**src/rtl/csw_pkg.sv**
```systemverilog
// constants, types and register layout of the clock switch and reset sequencer
package csw_pkg;

  localparam int CLK_MHZ = 50;
  localparam int CLK_KHZ = 50000;

  // power-up delays, times as printed, cycles derived from the clock rate
  localparam int BIAS_SETTLE_US = 10;
  localparam int BIAS_SETTLE_CYC = BIAS_SETTLE_US * CLK_MHZ;
  localparam int POWER_UP_DELAY_TIMER_SHORT_MS = 4;
  localparam int POWER_UP_DELAY_TIMER_MID_MS = 16;
  localparam int POWER_UP_DELAY_TIMER_LONG_MS = 64;
  localparam int POWER_UP_DELAY_TIMER_SHORT_CYC = POWER_UP_DELAY_TIMER_SHORT_MS * CLK_KHZ;
  localparam int POWER_UP_DELAY_TIMER_MID_CYC = POWER_UP_DELAY_TIMER_MID_MS * CLK_KHZ;
  localparam int POWER_UP_DELAY_TIMER_LONG_CYC = POWER_UP_DELAY_TIMER_LONG_MS * CLK_KHZ;
  localparam int TIMER_W = 22;
  localparam int MASTER_CLEAR_PIN_FILTER_CYC = 8;
  localparam int FAIL_LOW_POWER_RC_OSC_TICKS = 4;

  // register byte addresses
  localparam logic [31:0] OSC_CTRL_ADDR = 32'h0000_0000;
  localparam logic [31:0] RESET_CAUSE_ADDR = 32'h0000_0004;
  localparam logic [31:0] SEQ_STATUS_ADDR = 32'h0000_0008;
  localparam logic [1:0] SEL_NONE = 2'h0;
  localparam logic [1:0] SEL_OSC = 2'h1;
  localparam logic [1:0] SEL_CAUSE = 2'h2;
  localparam logic [1:0] SEL_STATUS = 2'h3;

  // oscillator control fields
  localparam int CURRENT_OSC_GROUP_LSB = 12;
  localparam int NEW_OSC_GROUP_LSB = 8;
  localparam int LOCK_BIT = 5;
  localparam int CF_BIT = 3;
  localparam int OSC_SWITCH_ENABLE_BIT = 0;
  localparam logic [15:0] OSC_CTRL_RESET = 16'h0000;

  // unlock keys
  localparam logic [7:0] KEY_LO1 = 8'h46;
  localparam logic [7:0] KEY_LO2 = 8'h57;
  localparam logic [7:0] KEY_HI1 = 8'h78;
  localparam logic [7:0] KEY_HI2 = 8'h9A;
  localparam logic [1:0] UNL_IDLE = 2'h0;
  localparam logic [1:0] UNL_KEY1 = 2'h1;
  localparam logic [1:0] UNL_OPEN = 2'h2;

  // reset cause fields
  localparam int CAUSE_TRAP = 15;
  localparam int CAUSE_IOP = 14;
  localparam int CAUSE_EXT = 7;
  localparam int CAUSE_SWR = 6;
  localparam int CAUSE_WDTO = 4;
  localparam int CAUSE_SLEEP = 3;
  localparam int CAUSE_IDLE = 2;
  localparam int CAUSE_BOR = 1;
  localparam int CAUSE_POR = 0;
  localparam logic [15:0] CAUSE_RESET = 16'h0000;

  localparam logic [1:0] SMS_BOTH = 2'h0;
  localparam logic [1:0] RESP_OKAY = 2'h0;
  localparam logic [1:0] RESP_SLVERR = 2'h2;

  typedef enum logic [1:0] {
    GRP_SECONDARY = 2'h0,
    GRP_FRC       = 2'h1,
    GRP_LOW_POWER_RC_OSC      = 2'h2,
    GRP_PRIMARY   = 2'h3
  } csw_group_t;

  typedef enum logic [5:0] {
    RS_HOLD = 6'h01,
    RS_BIAS = 6'h02,
    RS_POWER_UP_DELAY_TIMER = 6'h04,
    RS_Q1   = 6'h08,
    RS_CLK  = 6'h10,
    RS_RUN  = 6'h20
  } csw_seq_t;

  typedef struct packed {
    logic [31:0] awaddr;
    logic        awvalid;
    logic [31:0] wdata;
    logic [3:0]  wstrb;
    logic        wvalid;
    logic        bready;
    logic [31:0] araddr;
    logic        arvalid;
    logic        rready;
  } csw_axi_req_t;

  typedef struct packed {
    logic        awready;
    logic        wready;
    logic        bvalid;
    logic [1:0]  bresp;
    logic        arready;
    logic        rvalid;
    logic [31:0] rdata;
    logic [1:0]  rresp;
  } csw_axi_rsp_t;

  typedef struct packed {
    logic [1:0] osc_group;
    logic [3:0] primary_mode;
    logic [1:0] switch_monitor;
    logic [1:0] power_up_delay_timer_sel;
    logic       wdt_enable;
  } csw_cfg_t;

  typedef struct packed {
    logic por;
    logic bor;
    logic wdt_timeout;
    logic wdt_wakeup;
    logic reset_instr;
    logic trap_conflict;
    logic illegal_op;
  } csw_rst_evt_t;

  typedef struct packed {
    logic       sysclk_tick;
    logic       low_power_rc_osc_tick;
    logic       osc_running;
    logic       ost_done;
    logic       pll_used;
    logic       pll_lock;
    logic [3:0] group_ready;
  } csw_osc_stat_t;

endpackage

```
**src/rtl/csw_pin_filter.sv**
```systemverilog
// noise filter: output follows the pin only after it stays stable for n cycles
`timescale 1ns/1ns
module csw_pin_filter
  import csw_pkg::*;
#(
  parameter int N = MASTER_CLEAR_PIN_FILTER_CYC
) (
  input  wire logic clk,
  input  wire logic rstn,
  input  wire logic raw,
  output logic      filt
);

  if (N < 2 || N > 255) begin : g_chk
    $error("csw_pin_filter: N out of range");
  end

  logic [7:0] cnt;
  wire        differs = raw != filt;
  wire        settled = cnt == 8'(N - 1);

  always_ff @(posedge clk) begin
    if (!rstn) begin
      cnt  <= 8'h00;
      filt <= 1'b1;
    end else if (!differs) begin
      cnt <= 8'h00;
    end else if (settled) begin
      cnt  <= 8'h00;
      filt <= raw;
    end else begin
      cnt <= cnt + 8'h01;
    end
  end

endmodule

```
**src/rtl/csw_delay_timer.sv**
```systemverilog
// loadable down counter that pulses done when the loaded count has elapsed
`timescale 1ns/1ns
module csw_delay_timer
  import csw_pkg::*;
#(
  parameter int W = TIMER_W
) (
  input  wire logic         clk,
  input  wire logic         rstn,
  input  wire logic         start,
  input  wire logic [W-1:0] load,
  output logic              done
);

  if (W < 4) begin : g_chk
    $error("csw_delay_timer: W too small");
  end

  logic [W-1:0] cnt;
  logic         busy;
  wire          last = busy && cnt == W'(1);

  always_ff @(posedge clk) begin
    if (!rstn) begin
      cnt  <= '0;
      busy <= 1'b0;
      done <= 1'b0;
    end else begin
      done <= last && !start;
      if (start) begin
        cnt  <= load;
        busy <= load != '0;
      end else if (busy) begin
        cnt  <= cnt - W'(1);
        busy <= !last;
      end
    end
  end

endmodule

```
**src/rtl/csw_clock_reset.sv**
```systemverilog
// clock group switching, fail-safe monitor, reset cause and power-up sequencing
//
// Our own choices: the placing of the registers and the AXI4-Lite interface to the registers.
`timescale 1ns/1ns
// Overview of operation
// - low-power osc on at power-up, then conditional
// - monitor enabled keeps low-power osc on, except Sleep
// - failure raises trap, system moves to fast RC
// - failure loads fast RC, sets fail, clears switch
// - failure leaves watchdog clock running
// - oscillator not ready after power-up timers: trap
// - four groups, switch between groups only
// - current group read-only, new group writable, status bits
// - power and brown-out reset load both group fields
// - switch enable starts transition, clearing aborts it
// - config 1x disables switching and monitor
// - switching disabled: config selects, current group mirrors
// - low byte write needs keys 0x46 then 0x57
// - high byte write needs keys 0x78 then 0x9A
// - reset causes recorded in status bits
// - watchdog wake-up is not a reset
// - reset pin filtered against short pulses
// - internal resets never drive reset pin
// - bias settle 10 us then 0/4/16/64 ms delay
// - release system reset on next first quarter phase
// - fast exit; without monitor wait for clock
// - group code 01 runs fast RC
module csw_clock_reset
  import csw_pkg::*;
#(
  parameter int POWER_UP_DELAY_TIMER_SHORT = POWER_UP_DELAY_TIMER_SHORT_CYC,
  parameter int POWER_UP_DELAY_TIMER_MID   = POWER_UP_DELAY_TIMER_MID_CYC,
  parameter int POWER_UP_DELAY_TIMER_LONG  = POWER_UP_DELAY_TIMER_LONG_CYC,
  parameter int FAIL_TICKS = FAIL_LOW_POWER_RC_OSC_TICKS,
  parameter int MASTER_CLEAR_PIN_CYC   = MASTER_CLEAR_PIN_FILTER_CYC
) (
  input  wire logic          clk,
  input  wire logic          rstn,
  input  wire csw_axi_req_t  axi_req,
  output csw_axi_rsp_t       axi_rsp,
  input  wire csw_cfg_t      cfg,
  input  wire csw_rst_evt_t  rst_evt,
  input  wire csw_osc_stat_t osc_stat,
  input  wire logic          master_clear_pin_n,
  input  wire logic          first_quarter_phase,
  input  wire logic          sleep_mode,
  input  wire logic          idle_mode,
  input  wire logic          soft_watchdog_enable,
  output logic               master_clear_pin_oe,
  output logic               low_power_rc_osc_en,
  output logic [1:0]         sel_group,
  output logic [3:0]         sel_primary_mode,
  output logic               clock_fail_trap,
  output logic               system_reset_n
);

  if (POWER_UP_DELAY_TIMER_LONG >= (1 << TIMER_W) || POWER_UP_DELAY_TIMER_SHORT < 1 || FAIL_TICKS < 2
      || FAIL_TICKS > 255) begin : g_chk
    $error("csw_clock_reset: parameter out of range");
  end

  function automatic logic [1:0] reg_sel(input logic [31:0] a);
    logic [31:0] w;
    w = {a[31:2], 2'b00};
    if (w == OSC_CTRL_ADDR) return SEL_OSC;
    else if (w == RESET_CAUSE_ADDR) return SEL_CAUSE;
    else if (w == SEQ_STATUS_ADDR) return SEL_STATUS;
    else return SEL_NONE;
  endfunction

  // key sequence step for one byte lane; any other write breaks it
  function automatic logic [1:0] unlock_step(input logic [1:0] st, input logic wr,
                                             input logic [7:0] d, input logic [7:0] k1,
                                             input logic [7:0] k2);
    if (!wr || st == UNL_OPEN) return UNL_IDLE;
    else if (d == k1) return UNL_KEY1;
    else if (st == UNL_KEY1 && d == k2) return UNL_OPEN;
    else return UNL_IDLE;
  endfunction

  // ---------------- bus slave ----------------
  logic        aw_hold;
  logic        w_hold;
  logic [31:0] awaddr_q;
  logic [31:0] wdata_q;
  logic [3:0]  wstrb_q;

  wire       do_write = aw_hold && w_hold && !axi_rsp.bvalid;
  wire [1:0] wsel = reg_sel(awaddr_q);
  wire [1:0] rsel = reg_sel(axi_req.araddr);
  wire       wr_osc = do_write && wsel == SEL_OSC;
  wire       wr_cause = do_write && wsel == SEL_CAUSE;
  wire       lo_wr = wr_osc && wstrb_q[0];
  wire       hi_wr = wr_osc && wstrb_q[1];

  // ---------------- state ----------------
  csw_seq_t    state;
  csw_seq_t    next_state;
  logic [1:0]  current_osc_group;
  logic [1:0]  new_osc_group;
  logic        osc_switch_enable;
  logic        clock_fail;
  logic [1:0]  lo_stage;
  logic [1:0]  hi_stage;
  logic [15:0] cause;
  logic [15:0] next_cause;
  logic [7:0]  fail_cnt;
  logic        por_pending;
  logic        master_clear_pin_prev;
  logic        master_clear_pin_f;
  logic        tmr_done;
  logic        tmr_start;
  logic [TIMER_W-1:0] tmr_load;

  wire mon_en = cfg.switch_monitor == SMS_BOTH;
  wire sw_en = !cfg.switch_monitor[1];
  wire por_evt = rst_evt.por || por_pending;
  wire pwr_evt = por_evt || rst_evt.bor;
  wire master_clear_pin_fall = master_clear_pin_prev && !master_clear_pin_f;
  wire warm_evt = master_clear_pin_fall || !master_clear_pin_f || rst_evt.wdt_timeout || rst_evt.reset_instr
                  || rst_evt.trap_conflict || rst_evt.illegal_op;

  // low-byte lane: switch enable; high-byte lane: new group
  wire lo_accept = lo_wr && lo_stage == UNL_OPEN;
  wire hi_accept = hi_wr && hi_stage == UNL_OPEN;

  wire [TIMER_W-1:0] power_up_delay_timer_len =
    cfg.power_up_delay_timer_sel == 2'h0 ? '0 :
    cfg.power_up_delay_timer_sel == 2'h1 ? TIMER_W'(POWER_UP_DELAY_TIMER_SHORT) :
    cfg.power_up_delay_timer_sel == 2'h2 ? TIMER_W'(POWER_UP_DELAY_TIMER_MID) : TIMER_W'(POWER_UP_DELAY_TIMER_LONG);

  wire timers_expired = tmr_done && (state == RS_POWER_UP_DELAY_TIMER || (state == RS_BIAS && power_up_delay_timer_len == '0));
  wire osc_group = current_osc_group == GRP_PRIMARY || current_osc_group == GRP_SECONDARY;
  wire osc_not_ready = !osc_stat.osc_running || !osc_stat.ost_done
                       || (osc_stat.pll_used && !osc_stat.pll_lock);
  wire start_fail = mon_en && timers_expired && osc_group && osc_not_ready;
  wire watch_run = mon_en && !sleep_mode && state == RS_RUN && current_osc_group != GRP_FRC;
  wire run_fail = watch_run && osc_stat.low_power_rc_osc_tick && !osc_stat.sysclk_tick
                  && fail_cnt == 8'(FAIL_TICKS - 1);
  wire fail = (start_fail || run_fail) && !pwr_evt;
  wire switch_done = osc_switch_enable && sw_en && !lo_accept && !fail
                     && (new_osc_group == current_osc_group || osc_stat.group_ready[new_osc_group]);
  wire wdt_on = cfg.wdt_enable || soft_watchdog_enable;
  wire power_up_delay_timer_running = state == RS_HOLD || state == RS_BIAS || state == RS_POWER_UP_DELAY_TIMER;
  // watchdog term is independent of failures, so its clock survives a trap
  wire next_low_power_rc_osc_en = power_up_delay_timer_running || (mon_en && !sleep_mode) || wdt_on
                      || current_osc_group == GRP_LOW_POWER_RC_OSC;

  // ---------------- power-up sequencer ----------------
  always_comb begin
    next_state = state;
    tmr_start = 1'b0;
    tmr_load = TIMER_W'(BIAS_SETTLE_CYC);
    case (state)
      RS_HOLD: begin
        next_state = RS_BIAS;
        tmr_start = 1'b1;
      end
      RS_BIAS: begin
        if (tmr_done && power_up_delay_timer_len == '0) begin
          next_state = RS_Q1;
        end else if (tmr_done) begin
          next_state = RS_POWER_UP_DELAY_TIMER;
          tmr_start = 1'b1;
          tmr_load = power_up_delay_timer_len;
        end
      end
      RS_POWER_UP_DELAY_TIMER: begin
        if (tmr_done) next_state = RS_Q1;
      end
      RS_Q1: begin
        // release on the quarter-phase edge, then to the reset vector
        if (first_quarter_phase && master_clear_pin_f) begin
          next_state = (mon_en || osc_stat.sysclk_tick) ? RS_RUN : RS_CLK;
        end
      end
      RS_CLK: begin
        if (osc_stat.sysclk_tick) next_state = RS_RUN;
      end
      RS_RUN: begin
        next_state = RS_RUN;
      end
      default: begin
        next_state = RS_HOLD;
      end
    endcase
    if (pwr_evt) begin
      next_state = RS_HOLD;
      tmr_start = 1'b0;
    end else if (warm_evt && state != RS_HOLD && state != RS_BIAS && state != RS_POWER_UP_DELAY_TIMER) begin
      next_state = RS_Q1;
    end
  end

  // ---------------- reset cause ----------------
  always_comb begin
    next_cause = cause;
    if (wr_cause && wstrb_q[0]) next_cause[7:0] = wdata_q[7:0];
    if (wr_cause && wstrb_q[1]) next_cause[15:8] = wdata_q[15:8];
    // hardware events are applied last so they win over a software write
    if (por_evt) begin
      next_cause = CAUSE_RESET;
      next_cause[CAUSE_POR] = 1'b1;
      next_cause[CAUSE_BOR] = 1'b1;
    end else begin
      if (rst_evt.bor) begin
        next_cause[CAUSE_POR] = 1'b0;
        next_cause[CAUSE_BOR] = 1'b1;
      end
      if (master_clear_pin_fall) begin
        next_cause[CAUSE_EXT] = 1'b1;
        next_cause[CAUSE_WDTO] = 1'b0;
        next_cause[CAUSE_SLEEP] = sleep_mode;
        next_cause[CAUSE_IDLE] = idle_mode;
        if (!sleep_mode && !idle_mode) next_cause[CAUSE_SWR] = 1'b0;
      end
      if (rst_evt.reset_instr || rst_evt.wdt_timeout) begin
        next_cause[CAUSE_EXT] = 1'b0;
        next_cause[CAUSE_SWR] = rst_evt.reset_instr;
        next_cause[CAUSE_WDTO] = rst_evt.wdt_timeout;
        next_cause[CAUSE_SLEEP] = 1'b0;
        next_cause[CAUSE_IDLE] = 1'b0;
      end
      // wake-up only marks the cause; the sequencer is left running
      if (rst_evt.wdt_wakeup) begin
        next_cause[CAUSE_WDTO] = 1'b1;
        next_cause[CAUSE_SLEEP] = 1'b1;
      end
      if (rst_evt.trap_conflict) next_cause[CAUSE_TRAP] = 1'b1;
      if (rst_evt.illegal_op) next_cause[CAUSE_IOP] = 1'b1;
    end
  end

  // ---------------- read mux ----------------
  logic [31:0] rd_word;
  logic [15:0] osc_rd;
  always_comb begin
    osc_rd = OSC_CTRL_RESET;
    osc_rd[CURRENT_OSC_GROUP_LSB+:2] = current_osc_group;
    osc_rd[NEW_OSC_GROUP_LSB+:2] = new_osc_group;
    osc_rd[LOCK_BIT] = osc_stat.pll_lock;
    osc_rd[CF_BIT] = clock_fail;
    osc_rd[OSC_SWITCH_ENABLE_BIT] = osc_switch_enable;
  end
  wire [31:0] status_rd = {22'h0, state, system_reset_n, low_power_rc_osc_en, mon_en, sw_en};
  assign rd_word = rsel == SEL_OSC ? {16'h0, osc_rd} :
                   rsel == SEL_CAUSE ? {16'h0, cause} :
                   rsel == SEL_STATUS ? status_rd : 32'h0000_0000;

  // ---------------- submodules ----------------
  csw_pin_filter #(
    .N (MASTER_CLEAR_PIN_CYC)
  ) u_master_clear_pin_filter (
    .clk  (clk),
    .rstn (rstn),
    .raw  (master_clear_pin_n),
    .filt (master_clear_pin_f)
  );

  csw_delay_timer #(
    .W (TIMER_W)
  ) u_delay (
    .clk   (clk),
    .rstn  (rstn),
    .start (tmr_start),
    .load  (tmr_load),
    .done  (tmr_done)
  );

  // ---------------- bus registers ----------------
  always_ff @(posedge clk) begin
    if (!rstn) begin
      axi_rsp  <= '0;
      aw_hold  <= 1'b0;
      w_hold   <= 1'b0;
      awaddr_q <= 32'h0000_0000;
      wdata_q  <= 32'h0000_0000;
      wstrb_q  <= 4'h0;
    end else begin
      axi_rsp.awready <= !aw_hold && !(axi_req.awvalid && axi_rsp.awready);
      axi_rsp.wready  <= !w_hold && !(axi_req.wvalid && axi_rsp.wready);
      axi_rsp.arready <= !axi_rsp.rvalid && !(axi_req.arvalid && axi_rsp.arready);
      if (axi_req.awvalid && axi_rsp.awready) begin
        aw_hold  <= 1'b1;
        awaddr_q <= axi_req.awaddr;
      end
      if (axi_req.wvalid && axi_rsp.wready) begin
        w_hold  <= 1'b1;
        wdata_q <= axi_req.wdata;
        wstrb_q <= axi_req.wstrb;
      end
      if (do_write) begin
        axi_rsp.bvalid <= 1'b1;
        axi_rsp.bresp  <= wsel == SEL_NONE ? RESP_SLVERR : RESP_OKAY;
      end
      if (axi_rsp.bvalid && axi_req.bready) begin
        axi_rsp.bvalid  <= 1'b0;
        aw_hold         <= 1'b0;
        w_hold          <= 1'b0;
        axi_rsp.awready <= 1'b1;
        axi_rsp.wready  <= 1'b1;
      end
      if (axi_req.arvalid && axi_rsp.arready) begin
        axi_rsp.rvalid <= 1'b1;
        axi_rsp.rdata  <= rd_word;
        axi_rsp.rresp  <= rsel == SEL_NONE ? RESP_SLVERR : RESP_OKAY;
      end else if (axi_rsp.rvalid && axi_req.rready) begin
        axi_rsp.rvalid  <= 1'b0;
        axi_rsp.arready <= 1'b1;
      end
    end
  end

  // ---------------- control and status ----------------
  always_ff @(posedge clk) begin
    if (!rstn) begin
      state       <= RS_HOLD;
      por_pending <= 1'b1;
      master_clear_pin_prev   <= 1'b1;
      cause       <= CAUSE_RESET;
      lo_stage    <= UNL_IDLE;
      hi_stage    <= UNL_IDLE;
      fail_cnt    <= 8'h00;
    end else begin
      state       <= next_state;
      por_pending <= 1'b0;
      master_clear_pin_prev   <= master_clear_pin_f;
      cause       <= next_cause;
      if (do_write) begin
        lo_stage <= unlock_step(lo_stage, lo_wr, wdata_q[7:0], KEY_LO1, KEY_LO2);
        hi_stage <= unlock_step(hi_stage, hi_wr, wdata_q[15:8], KEY_HI1, KEY_HI2);
      end
      if (!watch_run || osc_stat.sysclk_tick || fail) begin
        fail_cnt <= 8'h00;
      end else if (osc_stat.low_power_rc_osc_tick) begin
        fail_cnt <= fail_cnt + 8'h01;
      end
    end
  end

  always_ff @(posedge clk) begin
    if (!rstn) begin
      current_osc_group       <= GRP_FRC;
      new_osc_group       <= GRP_FRC;
      osc_switch_enable      <= 1'b0;
      clock_fail <= 1'b0;
    end else if (pwr_evt) begin
      current_osc_group       <= cfg.osc_group;
      new_osc_group       <= cfg.osc_group;
      osc_switch_enable      <= 1'b0;
      clock_fail <= 1'b0;
    end else begin
      if (!sw_en) begin
        current_osc_group <= cfg.osc_group;
      end else if (fail) begin
        current_osc_group <= GRP_FRC;
      end else if (switch_done) begin
        current_osc_group <= new_osc_group;
      end
      if (hi_accept && sw_en) new_osc_group <= wdata_q[NEW_OSC_GROUP_LSB+:2];
      if (fail || !sw_en) begin
        osc_switch_enable <= 1'b0;
      end else if (lo_accept) begin
        osc_switch_enable <= wdata_q[OSC_SWITCH_ENABLE_BIT];
      end else if (switch_done) begin
        osc_switch_enable <= 1'b0;
      end
      if (fail) clock_fail <= 1'b1;
    end
  end

  // ---------------- pin and clock outputs ----------------
  always_ff @(posedge clk) begin
    if (!rstn) begin
      master_clear_pin_oe <= 1'b0;
      low_power_rc_osc_en <= 1'b1;
      sel_group           <= GRP_FRC;
      sel_primary_mode    <= 4'h0;
      clock_fail_trap     <= 1'b0;
      system_reset_n      <= 1'b0;
    end else begin
      master_clear_pin_oe <= 1'b0;
      low_power_rc_osc_en <= next_low_power_rc_osc_en;
      sel_group           <= fail ? GRP_FRC : current_osc_group;
      sel_primary_mode    <= cfg.primary_mode;
      clock_fail_trap     <= fail;
      system_reset_n      <= next_state == RS_RUN;
    end
  end

endmodule

```
**config.mk**
```make
export PLATFORM = sky130hd
export DESIGN_NAME = csw_clock_reset
export DESIGN_NICKNAME = d
export VERILOG_FILES = /design/src/rtl/csw_pkg.sv /design/src/rtl/csw_pin_filter.sv /design/src/rtl/csw_delay_timer.sv /design/src/rtl/csw_clock_reset.sv
export SDC_FILE = /design/constraint.sdc
export NUM_CORES = 1
export LEC_CHECK = 0
export BUFFER_PORTS_ARGS = -buffer_cell sky130_fd_sc_hd__buf_2
export CAP_MARGIN = 10
export CORE_MARGIN = 5
export CORE_UTILIZATION = 50
export CTS_CLUSTER_SIZE = 40
export DETAILED_ROUTE_END_ITERATION = 8
export GPL_TIMING_DRIVEN = 0
export PLACE_DENSITY = 0.76
export SYNTH_ARGS = -nofsm -noshare
export SYNTH_HDL_FRONTEND = slang
export SYNTH_SLANG_ARGS = --single-unit
```
**constraint.sdc**
```tcl
create_clock -name clk -period 3.3 [get_ports clk]
set_input_delay 0 -clock clk [delete_from_list [all_inputs] [get_ports clk]]
set_output_delay 0 -clock clk [all_outputs]
set_load 0.02 [all_outputs]
```
# == After elaboration in Yosys (flattened, before gate mapping) ==
# Index checks and enable logic that the tools add are counted.
# word_totals
elab_cells,276
regBits,177
# op_classes
muxes,68
add_sub_neg,3
reduce_logical,124
n_lt_le_gt_ge,1
n_eq_ne,37
n_bitwise,2
# ops
cell,count
$mux 22,8
$eq 30x1->1 const B,2
$eq 30x2->1 const B,2
$logic_not 30->1,2
$mux 2,25
$mux 6,8
$logic_and 1x1->1,47
$pmux 6 s6,1
$mux 16,2
$logic_or 1x1->1,26
$eq 8x7->1 const B,3
$logic_not 1->1,23
$eq 22x1->1 const B,1
$logic_not 22->1,1
$reduce_bool 22->1,1
$sub 22x1->22 const B,1
$add 8x1->8 const B,2
$eq 2x2->1 const B,8
$mux 8,2
$mux 1,15
$reduce_bool 2->1,7
$eq 6x6->1 const B,2
$mux 3,4
$eq 2x1->1 const B,5
25 further kinds,37

# == Depth between registers and ports, before layout ==
# logic_depth
word_depth,20
depth_mapped,9
mapped_depth_nobuf,8

# == Hierarchy ==
# A second synthesis with hierarchy kept.
# unflattened
cells_unflattened,897
hier_area_um2,7310.8
# modules_own_cells
module,cells_per_inst,area_each_um2,instances
csw_clock_reset,692,5576.6,1
csw_delay_timer,163,1350.0,1
csw_pin_filter,42,384.1,1

# == Least setup slack after synthesis ==
# OpenSTA, ideal clock, no wires.
# synth_timing
kind,register to register
startpoint,register state[1]
endpoint,register current_osc_group[1]
path_buffers,1
arrival_time_ns,2.269
required_time_ns,3.214
stages_incl_launch_ff,8
path_slack_ns,0.944
cell_sequence,dfxtp_1 buf_6 or4_4 or3b_4 nor4_4 a32oi_2 and3_4 a221oi_2
# synth_via
elab_chain_len,13
# synth_lines
element,line,rtl
from (decl),csw_clock_reset.sv:97,csw_seq_t state;
from (signal assigned),csw_clock_reset.sv:325,state <= next_state;
$eq 6x2->1,csw_clock_reset.sv:132,wire timers_expired = tmr_done && (state == RS_POWER_UP_DELAY_TIMER || (state == RS_BIAS && power_up_delay_tim ...
$logic_and 1x1->1,csw_clock_reset.sv:132,
$logic_or 1x1->1,csw_clock_reset.sv:132,
$logic_and 1x1->1,csw_clock_reset.sv:132,
$logic_and 1x1->1 (3 in a row),csw_clock_reset.sv:136,wire start_fail = mon_en && timers_expired && osc_group && osc_not_ready;
$logic_or 1x1->1 *,csw_clock_reset.sv:140,wire fail = (start_fail || run_fail) && !pwr_evt;
$logic_and 1x1->1 *,csw_clock_reset.sv:140,
$logic_not 1->1,csw_clock_reset.sv:141,wire switch_done = osc_switch_enable && sw_en && !lo_accept && !fail
$logic_and 1x1->1,csw_clock_reset.sv:141,
$logic_and 1x1->1,csw_clock_reset.sv:142,&& (new_osc_group == current_osc_group || osc_stat.group_ready[new_osc_group]);
$reduce_bool 4->1 (no line),n/a,
to (signal assigned),csw_clock_reset.sv:348,current_osc_group <= cfg.osc_group;
to (signal assigned),csw_clock_reset.sv:354,current_osc_group <= cfg.osc_group;
to (signal assigned),csw_clock_reset.sv:358,current_osc_group <= new_osc_group;
to (decl),csw_clock_reset.sv:99,logic [1:0] current_osc_group;
# Every way passes the cells marked *; elsewhere a longest branch is shown, timed or not.
# A chain may end at the register's enable or synchronous reset.

# == Final worst setup path ==
# layout_timing
startpoint,register state[2]
endpoint,register u_delay.cnt[15]
# layout_via
elab_chain_len,4
# layout_lines
element,line,rtl
$eq 6x2->1 / $eq 6x1->1 (equally long branches),csw_clock_reset.sv:154,case (state)
$pmux 1 s2,csw_clock_reset.sv:154,
$mux 1,csw_clock_reset.sv:187,if (pwr_evt) begin
$mux 22 / $reduce_bool 2->1 (equally long branches),n/a,
to (signal assigned),csw_delay_timer.sv:31,cnt <= load;
to (signal assigned),csw_delay_timer.sv:34,cnt <= cnt - W'(1);
to (decl),csw_delay_timer.sv:19,logic [W-1:0] cnt;
# Parallel ways exist; a longest one is shown, timed or not.

==> metrics.txt <==
CTS tree done; Critical path buffers and inverters 2; final setup TNS 0 ps; clk slew on worst S/H paths 60 ps; Routed WL 22000 um; ANT nets after route 0; RSZ-0062 raised after global routing no; post-DP HPWL 15300 um; xor and xnor area share after synthesis 0.0268; WL/cell 16.5 um; max-slew violation count 0; Slew headroom 0.264; Max Cap Violations 0; largest net degree at the start of global routing 17; vias per cell 5.54; Inserted Clock Buffers 17; Design Power 4.58 mW; number of global-route vias before repair 7223; placed inst area 8220 um^2; worst endpoint data arrival time 3230 ps; area of the multi-input gates 3740 um^2; all-layer global routing usage 0.262; DR vias 7372; post-cts resize count 0; Max clock buf depth 2; Synth Area per Inst 8.17 um^2; number of synthesis warnings 0; register area 3140 um^2; Initial DRC Count 640; Hold Fails Final Rpt 0; VDD IR max 0.391 mV; fillcell total 1151; Post-synth EDFFs 0; Non-Filler Cell Area, Final 9530 um^2; CORE AREA 14000 um^2; worst-path cell chain clkbuf_1 > nor4b_4 > nand3_1 > a21oi_1 > or2_2 > clkbuf_1 > o21ai_0 > a221oi_1; Worst EP required 3620 ps; mapped cell area 7190 um^2; Post-Syn Instances 880; CP startpoint kind flop; FF-to-FF setup slack 390 ps; crit-path leading delay family compound AO/OA/AOI/OAI gates; antenna violations before repair 0; total congestion overflow 0; largest fanout on the critical path 10; DRC 0; first drt pass iteration count 6; adder-cell share of the synthesized area 0.0174; register area share after synthesis 0.437; Worst-Skew Late Latency 430 ps; mux cell area share after synthesis 0.0284; WHS 26.8 ps; leakage 3.94 nW; Setup crit end kind flop; Final min period 2910 ps; H-Tree Depth 4; post-CTS setup buffers 0; global placement routability congestion 0.917; row count 43; clock root buffer clkbuf_16; endpoints failing setup 0; Sinks on Clock Net 157; final cycle utilization of the critical path 0.882; PwrDens 480 nW/um^2; final clock skew 6.20 ps; status finished clean; CP Class reg -> reg; ys async rst share 0; Die Y 130 um; most frequent CP cell clkbuf_1; global-route wire length before repair 34600 um; HP Class in -> reg; layout cells sized above 1 0.191; Worst path slowest cell a21oi_1; count of cell types in the netlist 73; total die area 16900 um^2; FF+latch count, synth 157; port buffer count 147; layout net count 1289; Die X 130 um; fmax 344 MHz; post-synthesis compound-gate area fraction 0.174; Max stage delay on crit path 560 ps; Worst Tran Pin Value 1100 ps; main combinational cell family by area after synthesis simple AND/OR/NAND/NOR gates; Area Overhead vs Synth 32.4%; initial core utilization 0.514; dominant synthesized flop cell dfxtp_1; Synth Area in Simple Gates 0.263; I/O pin count 191
tightest hold or removal path, stage by stage:
cell	delay (ps)
buf_2	90
or3_1	180
nand3_1	120
area by class of cell:
| cell class | count | share of cell area |
|---|---|---|
| diodes | 1 | 0.000263 |
| inverters | 19 | 0.00749 |
| well taps | 180 | 0.0236 |
| clock buffers | 21 | 0.0483 |
| flip-flops and latches | 157 | 0.330 |
| repair buffers | 222 | 0.156 |
| clock inverters | 8 | 0.00985 |
| multi-input cells | 663 | 0.392 |
| plain buffers | 59 | 0.0324 |
cells in the mapped netlist (5+ instances only):
cell | instances | area share
buf_1 | 8 | 0.0042
nand4_1 | 10 | 0.0087
nor4_1 | 23 | 0.020
nor3b_1 | 5 | 0.0052
xnor2_1 | 10 | 0.012
ha_1 | 10 | 0.017
buf_4 | 19 | 0.020
o221a_2 | 6 | 0.0094
inv_1 | 19 | 0.0099
nand2b_1 | 13 | 0.011
nor3_1 | 18 | 0.013
o21ai_0 | 43 | 0.030
mux2i_1 | 17 | 0.024
a22oi_1 | 5 | 0.0052
xor2_1 | 12 | 0.015
a31oi_1 | 14 | 0.012
nand2_1 | 157 | 0.082
clkbuf_1 | 29 | 0.015
a21oi_1 | 88 | 0.061
and3_1 | 10 | 0.0087
dfxtp_1 | 157 | 0.44
a22o_1 | 5 | 0.0061
a21o_1 | 5 | 0.0052
nor4b_1 | 6 | 0.0073
nand3_1 | 25 | 0.017
nor2_1 | 84 | 0.044
and2_1 | 14 | 0.012
cell families (layout without fill, tap and decap cells):
| kind of cell | count (synthesis) | count (layout) |
|---|---|---|
| adder cells (fa/ha/maj) | 10 | 10 |
| AO/OA/AOI/OAI | 202 | 202 |
| XOR/XNOR | 22 | 22 |
| flip-flops | 157 | 157 |
| AND/OR/NAND/NOR | 391 | 391 |
| buffers and inverters | 78 | 329 |
| multiplexers | 19 | 19 |
| other | 1 | 20 |
layout by cell type (no fill, tap or decap), types with 20 or more instances in the layout:
cell type,netlist,layout
a21oi_1,88,88
buf_2,1,148
buf_4,19,20
clkbuf_1,29,31
dfxtp_1,157,157
dlygate4sd3_1,0,74
nand2_1,157,157
nand3_1,25,25
nor2_1,84,84
nor4_1,23,23
o21ai_0,43,43
sequential cells by signal, indices dropped and copies added (netlist names), 2 cells and up:
name / flops
hi_stage: 2
cause: 16
current_osc_group: 2
awaddr_q: 30
sel_primary_mode: 4
axi_rsp: 23
sel_group: 2
wstrb_q: 2
wdata_q: 16
new_osc_group: 2
fail_cnt: 8
lo_stage: 2
u_delay.cnt: 22
state: 6
u_master_clear_pin_filter.cnt: 8
where the power goes:
group	internal (mW)	switching, mW	total (mW)	leakage [nW]
sequential	1.97	0.0645	2.04	1.28
clock	1.13	0.751	1.88	0.278
combinational	0.286	0.370	0.656	2.38
through the flow:
| step | instances | worst slack (ps) | utilization |
|---|---|---|---|
| 2_1_floorplan | 898 | 944 | - |
| 3_3_place_gp | 1225 | 539 | 0.588 |
| 3_5_place_dp | 1225 | 475 | 0.588 |
| 4_1_cts | 1328 | 175 | 0.680 |
| 5_1_grt | 1329 | 192 | 0.681 |
| 6_report | 1330 | 390 | 0.681 |
final timing paths:
| check | startpoint | cells past startpoint | end |
|---|---|---|---|
| setup / recovery | state[2] | 8 | u_delay.cnt[15] |
| hold / removal | cfg[3] | 3 | low_power_rc_osc_en |
| setup reg to reg | state[2] | 8 | u_delay.cnt[15] |
| hold reg to reg | u_master_clear_pin_filter.cnt[0] | 1 | u_master_clear_pin_filter.cnt[0] |
routing by layer:
metal	global-route usage	up-vias	wire length, um
met3	0.0696	56	1990
met2	0.450	347	10500
met4	0.101	0	661
li1	-	3582	-
met5	0	-	0
met1	0.312	3387	8850
what timing repair did:
item | 4_1_cts | 5_1_grt
hold buffers | 74 | 0
hold endpoints to repair | 81 | 0
setup endpoints to repair | 0 | 0
No activity file was read; power rests on OpenSTA's default activity.
